**src/verilog/ovq_pkg.sv**
```systemverilog
`default_nettype none
package ovq_pkg;
   // ----------------------------------------------------------------
   // Clock and times
   // ----------------------------------------------------------------
   localparam int CLK_MHZ         = 100;
   localparam int DBNC_SHORT_US   = 10;
   localparam int DBNC_MID_US     = 100;
   localparam int DBNC_LONG_US    = 1000;
   localparam int FUSE_LOAD_US    = 500;
   localparam int SELF_TEST_US    = 500;
   localparam int PON_DBNC_US     = 20;
   localparam int DBNC_SHORT_CYC  = DBNC_SHORT_US * CLK_MHZ;
   localparam int DBNC_MID_CYC    = DBNC_MID_US * CLK_MHZ;
   localparam int DBNC_LONG_CYC   = DBNC_LONG_US * CLK_MHZ;
   localparam int FUSE_LOAD_CYC   = FUSE_LOAD_US * CLK_MHZ;
   localparam int SELF_TEST_CYC   = SELF_TEST_US * CLK_MHZ;
   localparam int PON_DBNC_CYC    = PON_DBNC_US * CLK_MHZ;
   localparam int CNT_W           = 20;

   // ----------------------------------------------------------------
   // Register map
   // ----------------------------------------------------------------
   localparam logic [3:0] CTRL_OFS   = 4'h0;
   localparam logic [3:0] STATUS_OFS = 4'h4;
   localparam int CTRL_EN_BIT        = 0;
   localparam int CTRL_SDWN_BIT      = 1;
   localparam int CTRL_DBNC_LSB      = 2;
   localparam int CTRL_LPDIS_BIT     = 4;
   localparam int STAT_OVFLAG_BIT    = 0;
   localparam int STAT_FUSE_BIT      = 1;
   localparam int STAT_TEST_BIT      = 2;
   localparam int STAT_OVLVL_BIT     = 3;
   localparam int STAT_STATE_LSB     = 4;

   localparam logic [1:0] DBNC_SHORT = 2'h0;
   localparam logic [1:0] DBNC_MID   = 2'h1;
   localparam logic [1:0] DBNC_LONG  = 2'h2;

   // ----------------------------------------------------------------
   // Types
   // ----------------------------------------------------------------
   typedef enum logic [2:0] {
      ST_UNPOWERED = 3'h0,
      ST_FUSE_LOAD = 3'h1,
      ST_OFF       = 3'h3,
      ST_SELF_TEST = 3'h2,
      ST_START     = 3'h6,
      ST_RUN       = 3'h7,
      ST_POWER_DN  = 3'h5
   } ovq_mode_t;

   typedef struct packed {
      ovq_mode_t           mode;
      logic [CNT_W-1:0]    cnt;
      logic [CNT_W-1:0]    ov_cnt;
      logic [CNT_W-1:0]    pon_cnt;
      logic                pon_armed;
      logic                pin_prev;
      logic                uv_prev;
      logic                ov_hit;
      logic                mon_en;
      logic                sdwn_sel;
      logic [1:0]          dbnc_sel;
      logic                lp_dis;
      logic                fuse_sdwn_def;
      logic                ov_flag;
      logic                fuse_done;
      logic                test_done;
      logic                first_slot;
      logic                pwr_down;
      logic                wreq;
      logic [31:0]         rdata;
   } ovq_state_t;
endpackage
`default_nettype wire

```
**src/verilog/ovq_qualifier.sv**
```systemverilog
// Function
// - Shutdown select 0: debounced overvoltage raises interrupt, device stays powered.
// - Shutdown select 1: debounced overvoltage starts power down sequence.
// - Monitor enable 0 disables overvoltage events; 1 enables them.
// - Monitor enable and shutdown select load from fuse defaults at power up.
// - Fuse shutdown default 0: overvoltage during power up only interrupts.
// - Fuse shutdown default 1: overvoltage aborts power up, back to off.
// - Debounce code 00=10us, 01=100us, 10=1000us, 11 reserved.
// - Debounce select loads from fuse default field at power up.
// - Pin high: power up sequence begins within 1.5 ms of supply crossing.
// - Pin high: self-test done within 1.4 ms of crossing, only on pass.
// - First sequence slot starts within 100 us of self-test done.
// - Each rising undervoltage crossing clears low-power off disable bit.
// - Software may change disable bit in run; held until next crossing.
// - Fuse load done within 600 us of crossing when fuses load fine.
// - From low-power off, self-test done within 700 us of pin high.
// - Level mode: pin high is power up event while off.
// - Edge mode: event after high-to-low edge held low for debounce time.
// - Power up accepted only with supply, thermal and error flags good; overvoltage blocks only when monitored with fuse shutdown default 1.
//
// Decided for this implementation: the address map and the Avalon-MM interface to the registers.
`timescale 1ns/1ps
`default_nettype none
module ovq_qualifier #(
   parameter int DBNC_SHORT_CYC = ovq_pkg::DBNC_SHORT_CYC,
   parameter int DBNC_MID_CYC   = ovq_pkg::DBNC_MID_CYC,
   parameter int DBNC_LONG_CYC  = ovq_pkg::DBNC_LONG_CYC,
   parameter int FUSE_LOAD_CYC  = ovq_pkg::FUSE_LOAD_CYC,
   parameter int SELF_TEST_CYC  = ovq_pkg::SELF_TEST_CYC,
   parameter int PON_DBNC_CYC   = ovq_pkg::PON_DBNC_CYC
) (
   input  wire logic        clk_in,
   input  wire logic        rstn_in,
   // Avalon-MM slave
   input  wire logic [3:0]  avs_address_in,
   input  wire logic        avs_read_in,
   input  wire logic        avs_write_in,
   input  wire logic [31:0] avs_writedata_in,
   input  wire logic [3:0]  avs_byteenable_in,
   output var  logic [31:0] avs_readdata_out,
   output var  logic        avs_waitrequest_out,
   // Comparators, flags and fuses
   input  wire logic        undervoltage_ok_in,
   input  wire logic        overvoltage_cmp_in,
   input  wire logic        thermal_shutdown_in,
   input  wire logic        trim_error_flag_in,
   input  wire logic        fuse_error_flag_in,
   input  wire logic        self_test_error_flag_in,
   input  wire logic        fuse_overvoltage_enable_default_in,
   input  wire logic        fuse_overvoltage_shutdown_default_in,
   input  wire logic [1:0]  fuse_overvoltage_debounce_default_in,
   input  wire logic        power_on_pin_sense_select_in,
   input  wire logic        power_on_request_pin_in,
   // Results
   output var  logic        overvoltage_interrupt_out,
   output var  logic        fuse_load_done_out,
   output var  logic        self_test_done_out,
   output var  logic        first_slot_start_out,
   output var  logic        power_down_start_out,
   output var  logic        low_power_off_disable_out
);
   localparam int W = ovq_pkg::CNT_W;

   ovq_pkg::ovq_state_t st_q;
   ovq_pkg::ovq_state_t st_d;

   logic [W-1:0] ov_lim;
   logic         mon_live;
   logic         ov_evt;
   logic         pon_evt;
   logic         pu_ok;
   logic         uv_rise;
   logic         acc;
   logic         ctrl_sel;
   logic         stat_sel;
   logic         ov_block;

   // ----------------------------------------------------------------
   // Debounce length select
   // ----------------------------------------------------------------
   always_comb begin
      unique case (st_q.dbnc_sel)
         ovq_pkg::DBNC_SHORT: ov_lim = W'(DBNC_SHORT_CYC - 1);
         ovq_pkg::DBNC_MID:   ov_lim = W'(DBNC_MID_CYC - 1);
         ovq_pkg::DBNC_LONG:  ov_lim = W'(DBNC_LONG_CYC - 1);
         default:             ov_lim = W'(DBNC_LONG_CYC - 1);
      endcase
   end

   // ----------------------------------------------------------------
   // Event qualification
   // ----------------------------------------------------------------
   always_comb begin
      // Monitor sleeps until the fuses are in, so a supply loss never leaves a stale count behind
      mon_live = st_q.mon_en && (st_q.mode != ovq_pkg::ST_UNPOWERED)
                 && (st_q.mode != ovq_pkg::ST_FUSE_LOAD);
      // Comparator must stay high over the whole window before one event fires
      ov_evt  = mon_live && overvoltage_cmp_in && !st_q.ov_hit
                && (st_q.ov_cnt == ov_lim);
      if (power_on_pin_sense_select_in) begin
         pon_evt = st_q.pon_armed && !power_on_request_pin_in
                   && (st_q.pon_cnt == W'(PON_DBNC_CYC - 1));
      end else begin
         pon_evt = power_on_request_pin_in;
      end
      // Overvoltage only blocks when monitored and the fuse asks for shutdown
      ov_block = overvoltage_cmp_in && st_q.mon_en && st_q.fuse_sdwn_def;
      pu_ok    = undervoltage_ok_in && !ov_block && !thermal_shutdown_in
                 && !trim_error_flag_in && !fuse_error_flag_in
                 && !self_test_error_flag_in;
      uv_rise  = undervoltage_ok_in && !st_q.uv_prev;
      acc      = (avs_read_in || avs_write_in) && !st_q.wreq;
      ctrl_sel = (avs_address_in == ovq_pkg::CTRL_OFS);
      stat_sel = (avs_address_in == ovq_pkg::STATUS_OFS);
   end

   // ----------------------------------------------------------------
   // Next state
   // ----------------------------------------------------------------
   always_comb begin
      st_d            = st_q;
      st_d.uv_prev    = undervoltage_ok_in;
      st_d.pin_prev   = power_on_request_pin_in;
      st_d.first_slot = 1'b0;
      st_d.pwr_down   = 1'b0;

      // Overvoltage debounce counter, restarts on any dropout
      if (!mon_live || !overvoltage_cmp_in) begin
         st_d.ov_cnt = '0;
         st_d.ov_hit = 1'b0;
      end else if (ov_evt) begin
         st_d.ov_hit = 1'b1;
      end else if (!st_q.ov_hit) begin
         st_d.ov_cnt = st_q.ov_cnt + W'(1);
      end

      // Power-on pin edge mode: arm on falling edge, disarm on rise
      if (st_q.pin_prev && !power_on_request_pin_in) begin
         st_d.pon_armed = 1'b1;
         st_d.pon_cnt   = '0;
      end else if (power_on_request_pin_in || pon_evt) begin
         st_d.pon_armed = 1'b0;
         st_d.pon_cnt   = '0;
      end else if (st_q.pon_armed) begin
         st_d.pon_cnt = st_q.pon_cnt + W'(1);
      end

      // Sequencing
      unique case (st_q.mode)
         ovq_pkg::ST_UNPOWERED: begin
            st_d.fuse_done = 1'b0;
            st_d.test_done = 1'b0;
            if (uv_rise) begin
               st_d.mode   = ovq_pkg::ST_FUSE_LOAD;
               st_d.cnt    = '0;
               st_d.lp_dis = 1'b0;
            end
         end
         ovq_pkg::ST_FUSE_LOAD: begin
            st_d.cnt = st_q.cnt + W'(1);
            if (st_q.cnt == W'(FUSE_LOAD_CYC - 1)) begin
               st_d.mon_en        = fuse_overvoltage_enable_default_in;
               st_d.sdwn_sel      = fuse_overvoltage_shutdown_default_in;
               st_d.fuse_sdwn_def = fuse_overvoltage_shutdown_default_in;
               st_d.dbnc_sel      = fuse_overvoltage_debounce_default_in;
               st_d.fuse_done     = !fuse_error_flag_in;
               st_d.mode          = ovq_pkg::ST_OFF;
            end
         end
         ovq_pkg::ST_OFF: begin
            st_d.test_done = 1'b0;
            st_d.cnt       = '0;
            // Self-test always reruns from off; it fits both start budgets
            if (pon_evt && pu_ok) begin
               st_d.mode = ovq_pkg::ST_SELF_TEST;
            end
         end
         ovq_pkg::ST_SELF_TEST: begin
            st_d.cnt = st_q.cnt + W'(1);
            if (ov_evt && st_q.fuse_sdwn_def) begin
               st_d.mode = ovq_pkg::ST_OFF;
            end else if (st_q.cnt == W'(SELF_TEST_CYC - 1)) begin
               if (self_test_error_flag_in) begin
                  st_d.mode = ovq_pkg::ST_OFF;
               end else begin
                  st_d.test_done = 1'b1;
                  st_d.mode      = ovq_pkg::ST_START;
               end
            end
         end
         ovq_pkg::ST_START: begin
            if (ov_evt && st_q.fuse_sdwn_def) begin
               st_d.mode      = ovq_pkg::ST_OFF;
               st_d.test_done = 1'b0;
            end else begin
               st_d.first_slot = 1'b1;
               st_d.mode       = ovq_pkg::ST_RUN;
            end
         end
         ovq_pkg::ST_RUN: begin
            if (ov_evt && st_q.sdwn_sel) begin
               st_d.mode = ovq_pkg::ST_POWER_DN;
            end
         end
         ovq_pkg::ST_POWER_DN: begin
            st_d.pwr_down = 1'b1;
            st_d.mode     = ovq_pkg::ST_OFF;
         end
         default: begin
            st_d.mode = ovq_pkg::ST_UNPOWERED;
         end
      endcase

      // Supply loss drops everything back to unpowered
      if (!undervoltage_ok_in) begin
         st_d.mode = ovq_pkg::ST_UNPOWERED;
      end

      // Register bus: one wait cycle, then the access completes
      st_d.wreq = !((avs_read_in || avs_write_in) && st_q.wreq);
      if (avs_read_in && st_q.wreq) begin
         st_d.rdata = '0;
         if (ctrl_sel) begin
            st_d.rdata[ovq_pkg::CTRL_EN_BIT]   = st_q.mon_en;
            st_d.rdata[ovq_pkg::CTRL_SDWN_BIT] = st_q.sdwn_sel;
            st_d.rdata[ovq_pkg::CTRL_DBNC_LSB +: 2] = st_q.dbnc_sel;
            st_d.rdata[ovq_pkg::CTRL_LPDIS_BIT] = st_q.lp_dis;
         end else if (stat_sel) begin
            st_d.rdata[ovq_pkg::STAT_OVFLAG_BIT] = st_q.ov_flag;
            st_d.rdata[ovq_pkg::STAT_FUSE_BIT]   = st_q.fuse_done;
            st_d.rdata[ovq_pkg::STAT_TEST_BIT]   = st_q.test_done;
            st_d.rdata[ovq_pkg::STAT_OVLVL_BIT]  = st_q.ov_hit;
            st_d.rdata[ovq_pkg::STAT_STATE_LSB +: 3] = st_q.mode;
         end
      end
      if (acc && avs_write_in && avs_byteenable_in[0]) begin
         if (ctrl_sel && (st_q.mode != ovq_pkg::ST_UNPOWERED)
             && (st_q.mode != ovq_pkg::ST_FUSE_LOAD)) begin
            st_d.mon_en   = avs_writedata_in[ovq_pkg::CTRL_EN_BIT];
            st_d.sdwn_sel = avs_writedata_in[ovq_pkg::CTRL_SDWN_BIT];
            st_d.dbnc_sel = avs_writedata_in[ovq_pkg::CTRL_DBNC_LSB +: 2];
            // Only run mode may move it; it then holds until the next crossing
            if (st_q.mode == ovq_pkg::ST_RUN) begin
               st_d.lp_dis = avs_writedata_in[ovq_pkg::CTRL_LPDIS_BIT];
            end
         end
         if (stat_sel && avs_writedata_in[ovq_pkg::STAT_OVFLAG_BIT]) begin
            st_d.ov_flag = 1'b0;
         end
      end

      // Interrupt flag: a new event wins over a software clear in the same cycle, but not over supply loss
      if (ov_evt) begin
         if ((st_q.mode == ovq_pkg::ST_RUN) && !st_q.sdwn_sel) begin
            st_d.ov_flag = 1'b1;
         end
         if (((st_q.mode == ovq_pkg::ST_SELF_TEST) || (st_q.mode == ovq_pkg::ST_START))
             && !st_q.fuse_sdwn_def) begin
            st_d.ov_flag = 1'b1;
         end
      end
      if (!undervoltage_ok_in) begin
         st_d.ov_flag = 1'b0;
      end
   end

   // ----------------------------------------------------------------
   // State register
   // ----------------------------------------------------------------
   always_ff @(posedge clk_in or negedge rstn_in) begin
      if (!rstn_in) begin
         st_q <= '{wreq: 1'b1, mode: ovq_pkg::ST_UNPOWERED, default: '0};
      end else begin
         st_q <= st_d;
      end
   end

   assign avs_readdata_out          = st_q.rdata;
   assign avs_waitrequest_out       = st_q.wreq;
   assign overvoltage_interrupt_out = st_q.ov_flag;
   assign fuse_load_done_out        = st_q.fuse_done;
   assign self_test_done_out        = st_q.test_done;
   assign first_slot_start_out      = st_q.first_slot;
   assign power_down_start_out      = st_q.pwr_down;
   assign low_power_off_disable_out = st_q.lp_dis;
endmodule // ovq_qualifier
`default_nettype wire

```
**config.mk**
```make
export PLATFORM = sky130hd
export DESIGN_NAME = ovq_qualifier
export DESIGN_NICKNAME = d
export VERILOG_FILES = /design/src/verilog/ovq_pkg.sv /design/src/verilog/ovq_qualifier.sv
export SDC_FILE = /design/constraint.sdc
export NUM_CORES = 1
export LEC_CHECK = 0
export BUFFER_PORTS_ARGS = -buffer_cell sky130_fd_sc_hd__buf_2
export CELL_PAD_IN_SITES_DETAIL_PLACEMENT = 0
export CELL_PAD_IN_SITES_GLOBAL_PLACEMENT = 1
export CORE_AREA = 2 2 107 109
export DETAILED_ROUTE_END_ITERATION = 8
export DIE_AREA = 0 0 109 111
export GPL_TIMING_DRIVEN = 0
export PLACE_DENSITY = 0.95
export SLEW_MARGIN = 10
export SYNTH_ARGS = -nofsm -noshare
export SYNTH_HDL_FRONTEND = slang
export SYNTH_SLANG_ARGS = --single-unit
```
**constraint.sdc**
```tcl
create_clock -name clk_in -period 4.35 [get_ports clk_in]
set_input_delay 1.305 -clock clk_in [delete_from_list [all_inputs] [get_ports clk_in]]
set_output_delay 1.305 -clock clk_in [all_outputs]
set_load 0.01 [all_outputs]
```
==> metrics <==
outcome=complete, no violations; Post-CTS Resized=0; initial antenna violation count=0; clock sink count=86; Die ar.=12100 sq um; Antenna Nets Post-Route=0; Inserted Diodes=0; Yosys reg bits=86; core area=11100 sq um; Worst path max stage delay=0.61 ns; DR iter-0 viols=279; Fmax=323 MHz; Finished Layout Cells=751; Routed WL per cell=13.9 um; Residual DRC=0; startpoint class of the critical path=input port; busiest layer in global routing=met2; CTS hold repair buffers=0; count of cell types in the netlist=54; Post-DP HPWL=7550 um; Worst VDD drop=0.000218 V; cell taking the most area after synthesis=dfrtp_1; worst endpoint required time=4.56 ns; arrival time at the worst endpoint=3.30 ns; worst hold start=avs_readdata_out[3]; WS Path Type=input port to flip-flop; Fillers=1030; Worst-path clk slew=0.06 ns; Placed Cells=735; root buf cell=clkbuf_16; hold endpoint=avs_readdata_out[3]; Final Hold Viols=0; Ys Warns=0; Final min period=3.10 ns; RR Endpoint=st_q[80]; Initial Utilization=43.3%; largest net degree at the start of global routing=51; total CTS buffers=9; Final period util=71.2%; Via Count=3994; Boundary Pins=95; synth-to-layout area growth=17.1%; unrepaired setup endpoints after global routing=false; Global Route met2 Usage=29.0%; vias in the first global route=3854; # rows=39; CTS tree=done; Synth top area share=44.4%; leading cell types in the layout, fill and taps excluded=85 x dfrtp_1, 68 x nor2_1, 54 x nand2_1, 39 x buf_2, 34 x buf_4; commonest non-fill, non-tap cell in the layout=dfrtp_1; share of layout cells above drive strength 1=17.1%; PortBufs=39; Crit path max-delay family=simple AND/OR/NAND/NOR gates; setup TNS=0 ns; GRT Overall Usage=18.1%; Most used DFF post-synth=dfrtp_1; critical-path maximum fanout=10; hold crit path type=flip-flop to flip-flop; cells along the critical path=buf_2, o211ai_1, or4_4, a2111oi_4, buf_4, nor4_1, xnor2_1, nor2_1; P_leak=2.47 nW; Tightest Pin Transition=0.848 ns; Worst R2R Path Depth=7; die width=109 um; Setup Skew=0.0100 ns; CP Capture Type=flip-flop; Mapped Cells=528; power per cell area=328 nW/um^2; clk buf depth=2; Hold Path Cell Cnt=2; area post-placement=5290 sq um; Nets=662; top area cells in the synthesized netlist=dfrtp_1 44%, nor2_1 5.3%, buf_4 5.2%; htree depth=3; cell area after layout=5610 sq um; Slowest-stage cell, CP=or4_4; number of max-cap violations=0; fraction of registers with async set/reset=100%; Clock Latency Late Sink=0.34 ns; Max-slew headroom=42.9%; Seq/Total Area, Yosys=44.9%; final setup margin=1.25 ns; reg-to-reg startpoint=st_q[82]; drt via density=5.32; pre-CTS setup slack=0.925 ns; DR pass1 iterations=4; first-pass GRT wire length=17800 um; Post-synth EDFFs=0; final core occ=50.6%; Die H=111 um; GP Congestion=0.833; Netlist Area Pre-Place=4790 sq um; GRT met1 Usage=25.1%; grt met3 use=2.12%; Final setup viols=0; Buf/Inv on CP=2; R2R Setup Slk=1.60 ns; final WL=10400 um; post-CTS setup buffers=0; Slew Limit Fails=0; synthesized area per cell=9.08 sq um; grt total ovfl=0
-- flip-flops by register name (all words and copies together) (netlist names) --
signal,flops
fuse_load_done_out,1
overvoltage_interrupt_out,1
low_power_off_disable_out,1
avs_readdata_out,7
first_slot_start_out,1
st_q,72
power_down_start_out,1
avs_waitrequest_out,1
self_test_done_out,1
-- worst register-to-register path, stage by stage (launching register included) --
cell and delay, ns:
dfrtp_1 0.44, or4_1 0.53, or4_4 0.56, a2111oi_4 0.50, buf_4 0.29, nor4_1 0.09
xnor2_1 0.17, nor2_1 0.05
-- through the flow --
stage / total power, W / hold WS (ns)
floorplan: 0.000976 / 0.451
global placement: 0.00103 / 0.467
detailed placement: 0.00104 / 0.472
CTS: 0.00186 / 0.487
global route: 0.00193 / 0.509
finish: 0.00184 / 0.483
-- worst max-delay path by stage --
stage / start / end / slack [ns] / cells past startpoint
floorplan: overvoltage_cmp_in / st_q[110] / 1.31 / 6
global placement: overvoltage_cmp_in / st_q[84] / 0.94 / 8
detailed placement: overvoltage_cmp_in / st_q[80] / 0.93 / 8
CTS: overvoltage_cmp_in / st_q[70] / 1.27 / 8
global route: overvoltage_cmp_in / st_q[84] / 1.13 / 8
finish: overvoltage_cmp_in / st_q[80] / 1.25 / 8
-- where the power goes --
part | switching (W) | leakage [nW] | internal [W] | total (W)
combinational | 0.000116 | 1.14 | 0.0000718 | 0.000187
clock | 0.000326 | 0.157 | 0.000483 | 0.000808
sequential | 0.0000204 | 1.18 | 0.000822 | 0.000842
total | 0.000462 | 2.47 | 0.00138 | 0.00184
-- kinds of logic after synthesis --
kind of cell	count (synthesis)	share of synthesized area, %
fa+ha+maj	3	0.783
xor+xnor	47	8.59
simple gates	242	25.3
mux	8	1.75
other cells	1	0.0783
compound gates	77	10.8
flops	86	44.9
buf+inv	64	7.78
-- metal layers --
layer / vias to the layer above / wire [um]
li1: 1958 / -
met1: 1913 / 4710
met3: 12 / 474
met5: - / 0
met4: 0 / 140
met2: 111 / 5090
-- area by class of cell --
type	instances	area (sq um)	share of cell area [%]
inverter	7	26.3	0.468
timing repair buffer	40	225	4.01
clock buffer	11	253	4.50
tap	143	179	3.19
sequential	86	2150	38.4
multi-input combinational	402	2360	42.1
buffer	57	347	6.18
clock inverter	5	65.1	1.16
-- synth_stat cells (3+ instances only) --
| master | n |
|---|---|
| mux2i_1 | 5 |
| xor2_1 | 21 |
| ha_1 | 3 |
| nor3_1 | 8 |
| nand3b_1 | 3 |
| a32oi_1 | 4 |
| nand2_1 | 54 |
| a21oi_1 | 8 |
| nor2_1 | 68 |
| a31oi_1 | 4 |
| a21o_1 | 6 |
| mux2_2 | 3 |
| o21ai_0 | 31 |
| or2_2 | 3 |
| inv_1 | 7 |
| and4_1 | 5 |
| and3_1 | 13 |
| clkbuf_1 | 21 |
| nand3_1 | 28 |
| nand4_1 | 17 |
| o31ai_1 | 5 |
| nor4b_1 | 5 |
| buf_4 | 33 |
| xnor2_1 | 26 |
| a22oi_1 | 5 |
| nor4_1 | 21 |
| nand2b_1 | 5 |
| dfrtp_1 | 85 |
(Power assumes the default switching activity.)
